[config.mk]
export PLATFORM = sky130hd
export DESIGN_NAME = reset_mode_strap_decoder
export DESIGN_NICKNAME = d
export VERILOG_FILES = /design/src/strap_decoder_pkg.sv /design/src/reset_mode_strap_decoder.sv
export VERILOG_INCLUDE_DIRS = /design/src
export SDC_FILE = /design/constraint.sdc
export NUM_CORES = 1
export LEC_CHECK = 0
export BUFFER_PORTS_ARGS = -buffer_cell sky130_fd_sc_hd__buf_2
export CORE_MARGIN = 3
export CORE_UTILIZATION = 41
export DETAILED_ROUTE_END_ITERATION = 7
export HOLD_SLACK_MARGIN = 0.12
export PLACE_DENSITY = 0.71
export SLEW_MARGIN = 5
export SYNTH_ARGS = -nofsm -noshare
export SYNTH_HDL_FRONTEND = slang
export SYNTH_SLANG_ARGS = --single-unit
export TNS_END_PERCENT = 1
[constraint.sdc]
create_clock -name clk_sys_in -period 1.2 [get_ports clk_sys_in]
set_clock_uncertainty 0.2 [all_clocks]
set_input_delay 0 -clock clk_sys_in [delete_from_list [all_inputs] [get_ports clk_sys_in]]
set_output_delay 0 -clock clk_sys_in [all_outputs]
set_load 0.01 [all_outputs]
[src/strap_decoder_defines.svh]
// How it works
// - Fault strap high and width strap high select 8-bit expanded mode.
// - 8-bit mode: low data byte is port H, high byte data, addr 18..3 bus.
// - 8-bit mode: addr 23..19 are chip selects, addr 2..0 address, no emulation.
// - Handshake strap low moves acknowledge, strobe and size pins to port E.
// - Interrupt strap low moves interrupt pins and clock-mode pin to port F.
// - 8-bit mode: boot select 8-bit; port E and F selects follow the straps as in 16-bit mode.
// - Fault strap low selects single-chip mode; tying it low is valid.
// - Single-chip: data pins are ports G,H; addr 18..3 ports A,B; no data bus.
// - Single-chip ignores expanded straps; ports A,B,C,E,F,G,H always selected.
// - Single-chip: low address disable set by reset; clearing it enables pins.
// - Single-chip: boot select 16-bit; code/select pins port C; irq 7,6 port F.
// - Clock strap high uses synthesizer; low uses external clock.
// - Breakpoint low at reset release enables background debug mode.
// - Breakpoint high at reset release disables debug; breakpoints become exceptions.
// - Debug enable relatched at every reset release, held until next reset.
// - Fault strap high and width strap low select 16-bit expanded mode.
`ifndef STRAP_DECODER_DEFINES_SVH
`define STRAP_DECODER_DEFINES_SVH

// ---------------------------------------------------------------
// Reset values and synchroniser depth
// ---------------------------------------------------------------
`define LOW_ADDR_DISABLE_RESET 1'b1
`define SYNC_STAGES 2

`endif

[src/strap_decoder_pkg.sv]
package strap_decoder_pkg;

	// -----------------------------------------------------------
	// Types
	// -----------------------------------------------------------
	typedef enum logic [1:0] {
		MODE_SINGLE_CHIP,
		MODE_EXPANDED_8,
		MODE_EXPANDED_16
	} op_mode_t;

	typedef struct packed {
		logic bus_fault_strap;
		logic bus_width_strap;
		logic handshake_pin_strap;
		logic irq_pin_strap;
		logic clock_source_strap;
		logic breakpoint_pin;
	} strap_pins_t;

	typedef struct packed {
		op_mode_t mode;
		logic port_h_low_data;
		logic port_g_high_data;
		logic ports_ab_addr;
		logic ext_data_bus;
		logic addr_hi_chip_selects;
		logic addr_low_enable;
		logic port_e_sel;
		logic port_f_sel;
		logic port_c_sel;
		logic boot_cs_16bit;
		logic emulation_en;
		logic clock_synth_en;
		logic background_debug_mode;
	} pin_config_t;

	typedef struct packed {
		strap_pins_t sync1;
		strap_pins_t sync2;
		logic in_reset;
		logic low_addr_disable_bit;
		pin_config_t cfg;
	} decoder_state_t;

endpackage

[src/reset_mode_strap_decoder.sv]
`timescale 1ns/10ps
`default_nettype none
`include "strap_decoder_defines.svh"

module reset_mode_strap_decoder (
	// Clock and reset
	input wire logic clk_sys_in,
	input wire logic rst_in,
	// Strap pins, asynchronous
	input wire strap_decoder_pkg::strap_pins_t straps_in,
	// Software control of the low address pins
	input wire logic low_addr_disable_clr_in,
	input wire logic low_addr_disable_set_in,
	// Breakpoint sources after reset
	input wire logic internal_breakpoint_in,
	// Latched configuration
	output strap_decoder_pkg::pin_config_t config_out,
	output logic low_addr_disable_bit_out,
	output logic low_addr_pins_hiz_out,
	// Breakpoint routing
	output logic enter_debug_out,
	output logic breakpoint_exception_out
);
	import strap_decoder_pkg::*;

	decoder_state_t s_q;
	decoder_state_t s_d;
	pin_config_t dec;
	logic breakpoint_pin_event;

	// ---------------------------------------------------------------
	// Strap decode from synchronised levels
	// ---------------------------------------------------------------
	// Evaluated every cycle; only the value at reset release is kept
	always_comb begin
		dec = '0;
		dec.clock_synth_en = s_q.sync2.clock_source_strap;
		dec.background_debug_mode = ~s_q.sync2.breakpoint_pin;
		if (!s_q.sync2.bus_fault_strap) begin
			// Single-chip ignores the expanded straps entirely
			dec.mode = MODE_SINGLE_CHIP;
			dec.port_h_low_data = 1'b1;
			dec.port_g_high_data = 1'b1;
			dec.ports_ab_addr = 1'b1;
			dec.ext_data_bus = 1'b0;
			dec.port_c_sel = 1'b1;
			dec.port_e_sel = 1'b1;
			dec.port_f_sel = 1'b1;
			dec.boot_cs_16bit = 1'b1;
			dec.addr_low_enable = 1'b0;
		end else if (s_q.sync2.bus_width_strap) begin
			dec.mode = MODE_EXPANDED_8;
			dec.port_h_low_data = 1'b1;
			dec.ext_data_bus = 1'b1;
			dec.addr_hi_chip_selects = 1'b1;
			dec.addr_low_enable = 1'b1;
			dec.emulation_en = 1'b0;
			dec.boot_cs_16bit = 1'b0;
			dec.port_e_sel = ~s_q.sync2.handshake_pin_strap;
			dec.port_f_sel = ~s_q.sync2.irq_pin_strap;
		end else begin
			dec.mode = MODE_EXPANDED_16;
			dec.ext_data_bus = 1'b1;
			dec.addr_low_enable = 1'b1;
			dec.boot_cs_16bit = 1'b1;
			dec.port_e_sel = ~s_q.sync2.handshake_pin_strap;
			dec.port_f_sel = ~s_q.sync2.irq_pin_strap;
		end
	end

	// ---------------------------------------------------------------
	// Next-state logic
	// ---------------------------------------------------------------
	always_comb begin
		s_d = s_q;
		s_d.sync1 = straps_in;
		s_d.sync2 = s_q.sync1;
		s_d.in_reset = 1'b0;
		if (s_q.in_reset) begin
			// First cycle after release: capture and freeze
			s_d.cfg = dec;
			s_d.low_addr_disable_bit = `LOW_ADDR_DISABLE_RESET;
		end else if (low_addr_disable_set_in) begin
			s_d.low_addr_disable_bit = 1'b1;
		end else if (low_addr_disable_clr_in) begin
			s_d.low_addr_disable_bit = 1'b0;
		end
	end

	// ---------------------------------------------------------------
	// State register
	// ---------------------------------------------------------------
	// Synchronisers keep running in reset so straps settle before release
	always_ff @(posedge clk_sys_in) begin
		if (rst_in) begin
			s_q.sync1 <= s_d.sync1;
			s_q.sync2 <= s_d.sync2;
			s_q.in_reset <= 1'b1;
			s_q.low_addr_disable_bit <= `LOW_ADDR_DISABLE_RESET;
			s_q.cfg <= '0;
		end else begin
			s_q <= s_d;
		end
	end

	// ---------------------------------------------------------------
	// Outputs
	// ---------------------------------------------------------------
	assign breakpoint_pin_event = ~s_q.sync2.breakpoint_pin | internal_breakpoint_in;
	assign config_out = s_q.cfg;
	assign low_addr_disable_bit_out = s_q.low_addr_disable_bit;
	// Only single-chip honours the disable bit
	assign low_addr_pins_hiz_out = (s_q.cfg.mode == MODE_SINGLE_CHIP)
		& s_q.low_addr_disable_bit;
	assign enter_debug_out = ~s_q.in_reset & breakpoint_pin_event
		& s_q.cfg.background_debug_mode;
	assign breakpoint_exception_out = ~s_q.in_reset & breakpoint_pin_event
		& ~s_q.cfg.background_debug_mode;

endmodule
`default_nettype wire

## Word level (Yosys, flattened, before mapping)

Index checks and enable logic that the tools add are counted.

- Flip-flop bits (word level): 28
- Input bits: 11
- Output and inout port bits: 19
- Logic and storage cells: 54

- Mux-type cells: 15
- Bitwise operators: 10
- Reductions and logical operators: 2

Operators with widths:

| operator | number |
|---|---|
| two-way mux 17 bit | 1 |
| two-way mux 15 bit | 1 |
| two-way mux 1 bit | 9 |
| two-way mux 3 bit | 2 |
| inverter 1 bit | 5 |
| bitwise AND 1 bit | 4 |
| two-way mux 2 bit | 2 |
| OR reduction 3 bit | 1 |
| logical NOT 2 bit | 1 |
| OR 1 bit | 1 |

## Depth between registers and ports, before layout

- Depth in word-level cells: 4
- Depth in mapped cells: 4
- Mapped depth without buffers: 2

## Worst setup path before layout

No wires, ideal clock.

- Path type: reg-to-output
- From: reg s_q[16] (netlist bit)
- To: out enter_debug_out
- Arrival time: 0.879 ns
- Path slack: 0.121 ns
- Stages on the path, launching flop included: 4
- Path buffers: 2
- Cells stage by stage: dfxtp_1 -> buf_6 -> buf_6 -> nor3b_1

- Longest elaborated chain between the ends: 3

Ends and longest elaborated chain:

| item | RTL line | text |
|---|---|---|
| start, declared | reset_mode_strap_decoder.sv:26 | `decoder_state_t s_q;` |
| inverter 1 bit | reset_mode_strap_decoder.sv:115 | `assign enter_debug_out = ~s_q.in_reset & breakpoint_pin_event` |
| bitwise AND 1 bit | reset_mode_strap_decoder.sv:115 |  |
| bitwise AND 1 bit | reset_mode_strap_decoder.sv:116 | `& s_q.cfg.background_debug_mode;` |
| end, declared | reset_mode_strap_decoder.sv:21 | `output logic enter_debug_out,` |

Every way passes these cells.

## Final worst setup path

- From: reg s_q[17] (netlist bit)
- To: out enter_debug_out

- Longest elaborated chain between the ends: 4

Ends and longest elaborated chain:

| item | RTL line | text |
|---|---|---|
| inverter 1 bit | reset_mode_strap_decoder.sv:109 | `assign breakpoint_pin_event = ~s_q.sync2.breakpoint_pin \| internal_breakpoint_in;` |
| OR 1 bit | reset_mode_strap_decoder.sv:109 |  |
| bitwise AND 1 bit | reset_mode_strap_decoder.sv:115 |  |
| bitwise AND 1 bit | reset_mode_strap_decoder.sv:116 |  |

Every way passes these cells.

==> summary.md <==
| Metric | Value |
|---|---|
| First drt pass iteration count | 3 |
| Post-Syn Area per Cell | 11.5 um^2 |
| Fin. Hold Viols | 0 |
| # rows | 15 |
| Synth top cells by count | 24 x dfxtp_1, 15 x buf_4, 6 x nor2_1 |
| Synth cell types | 21 |
| Placed Cells | 108 |
| Cell with the most instances after synthesis | dfxtp_1 |
| Fin crit share | 109% |
| Crit path DAT | 1.10 ns |
| Total global routing track utilization | 12.6% |
| Post-synthesis sequential area ratio | 58.7% |
| Startpoint types | flip-flop |
| DIE AREA | 0.00257 mm^2 |
| Hold Path Origin | s_d[17] |
| Cell taking the most area after synthesis | dfxtp_1 |
| Post-Synthesis Net Count | 82 |
| Combinational Power Share | 11.1% |
| Synth area leaders | dfxtp_1 59%, buf_4 14%, a311oi_2 3.7% |
| Power share of the clock group | 34.8% |
| Remaining routing DRC violations | 0 |
| DP Area | 865 um^2 |
| Dpl hpwl | 861 um |
| Clock transition at the registers of the reported paths | 0.12 ns |
| Clock Path Buffers | 2 |
| FF-to-FF Start | s_q[16] |
| Maxcap violations | 0 |
| Largest net degree at the start of global routing | 15 |
| H-tree levels | 1 |
| Sum Neg Setup Slack | -0.139 ns |
| First-pass GRT wire length | 2390 um |
| Fin util | 61.5% |
| Initial core utilization | 45.4% |
| Reg2Reg Setup Slack | 0.09 ns |
| Peak Freq | 0.768 GHz |
| WP data required | 1.00 ns |
| Root Driver | clkbuf_4 |
| Int Pwr | 1280 uW |
| Final setup fails | 2 |
| Initial antenna violation count | 0 |
| Final net count | 114 |
| Hold Path Sink | s_q[17] |
| Worst min-delay path category | flip-flop to flip-flop |
| EDFF count, synth | 0 |
| Power Density | 1450 mW/mm^2 |
| Max IR drop VDD | 1090 uV |
| Seq pwr share | 54.1% |
| Layout area overhead | 35.5% |
| Worst Reg-to-Reg Cells | 3 |
| Chip Width | 50.7 um |
| GRT Residual Overflow | 0 |
| NetSw | 328 uW |
| Post-Syn Instances | 71 |
| Starting DRT DRC Count | 2 |
| Num CTS Buffers | 3 |
| Slew Limit Fails | 0 |
| Post-route cell area | 0.00111 mm^2 |
| RSZ-0062 raised after global routing | yes |
| Final Non-Filler Cells | 127 |
| CORE AREA | 0.00180 mm^2 |
| Synth top area share | 58.7% |
| Chip Height | 50.7 um |
| Ys flop type | dfxtp_1 |
| Final wirelength | 1360 um |
| Vias in the first global route | 549 |
| Pleak | 0.000523 uW |
| # diodes | 0 |
| Status | complete, but fails checks |
| Port Buf Inserts | 28 |
| Seq cells post-synth | 24 |
| DRT antenna net count | 0 |
| Vias per cell | 4.35 |
| Min cycle time layout | 1.30 ns |
| Mapped Area | 818 um^2 |
| Critical Path Fanout Max | 2 |
| Failing checks | negative setup slack |
| CTS tree | built |
| Gpl congestion | 0.596 |
| I/O pin count | 30 |
| CP Capture Type | primary output |
| Clock latency on the worst-skew pair | 0.30 ns |
| Vias | 553 |
| Final Hold Slack | 0.135 ns |
| Routed wire per std cell | 10.7 um |
| Switching Fraction | 20.4% |
| Final WS setup | -0.103 ns |
| Hold path depth | 0 |
| Setup Crit Path Kind | flip-flop to primary output |
| YS warnings | 0 |
| Synth async-reset ratio | 0% |
| Reg-to-Reg End | config_out[12] |
| Layout cells sized above 1 | 46.1% |
| # clock sinks | 24 |
critical path: stages (launching register included):
cell	delay, ns
dfxtp_2	0.34
nor2b_4	0.13
nor3b_4	0.17
buf_2	0.16
worst max path at each step:
stage,to,depth (start not counted),from
detailed placement,breakpoint_exception_out,3,s_q[16]
global placement,enter_debug_out,3,s_q[16]
finish,enter_debug_out,3,s_q[17]
CTS,breakpoint_exception_out,3,s_q[17]
floorplan,enter_debug_out,3,s_q[16]
global route,enter_debug_out,3,s_q[17]
routing by layer:
| layer | global-route usage [%] | routed length [um] | vias up | part of all wire (%) |
|---|---|---|---|---|
| met5 | 0 | 0 | - | 0 |
| met4 | 2.69 | 0 | 0 | 0 |
| met3 | 5.64 | 98 | 0 | 7.2 |
| met2 | 22.0 | 708 | 23 | 52 |
| met1 | 14.0 | 551 | 249 | 41 |
| li1 | - | - | 281 | - |
through the flow:
step	power (uW)	setup WS (ns)
2_1_floorplan	1000	0.121
3_3_place_gp	1010	0.146
3_5_place_dp	1020	0.118
4_1_cts	1630	-0.124
5_1_grt	1700	-0.161
6_report	1610	-0.103
final cells by class:
| class | count | area [um^2] |
|---|---|---|
| fill | 164 | 693 |
| clock inverter | 1 | 30.0 |
| sequential | 24 | 488 |
| timing repair buffer | 45 | 304 |
| multi-input combinational | 27 | 225 |
| tap | 25 | 31.3 |
| inverter | 2 | 7.51 |
| clock buffer | 3 | 22.5 |
cells in the final DEF (no fill, tap or decap):
cell and n:
buf_2 29, dfxtp_1 20, dlygate4sd3_1 14, nor2_1 6, clkbuf_4 3, dfxtp_2 3, inv_1 2, nor3_2 2
mux2i_1 2, nand2b_1 2, a21oi_1 2, a311oi_2 2, o211a_1 2, nor2b_4 1, nor3b_4 1, nor3_4 1
o21ai_1 1, nand3_1 1, nand3b_1 1, a211oi_1 1, a211oi_2 1, conb_1 1, bufinv_16 1, buf_4 1
buf_6 1, dfxtp_4 1
power groups by stage:
stage	Combinational [uW]	Clock, uW	Sequential (uW)
after floorplan	120	0	880
after global placement	131	0	883
after global routing	198	620	877
after detailed placement	133	0	885
final	179	561	872
after CTS	185	580	870
cell families (layout without fill, tap and decap cells):
family / after synthesis / after routing / synth area share, %
DFF: 24 / 24 / 58.7
buffers and inverters: 20 / 51 / 18.0
and+or+nand+nor: 15 / 15 / 9.94
other: 1 / 1 / 0.458
muxes: 2 / 2 / 2.45
AOI/OAI and AO/OA: 9 / 9 / 10.4
timing repair:
| action | 4_1_cts | 5_1_grt |
|---|---|---|
| pin swaps | 2 | 2 |
| endpoints found under the hold margin | 18 | 0 |
| resized for setup | 10 | 6 |
| buffers inserted | 1 | 0 |
| hold buffers | 15 | 0 |
| endpoints found under the setup margin | 2 | 7 |
state kept, by name, summed over array words and instances (netlist names):
signal                    flops
config_out                   10
dec                           1
low_addr_disable_bit_out      1
s_d                           6
s_q                           6
No activity file was read; power rests on OpenSTA's default activity.
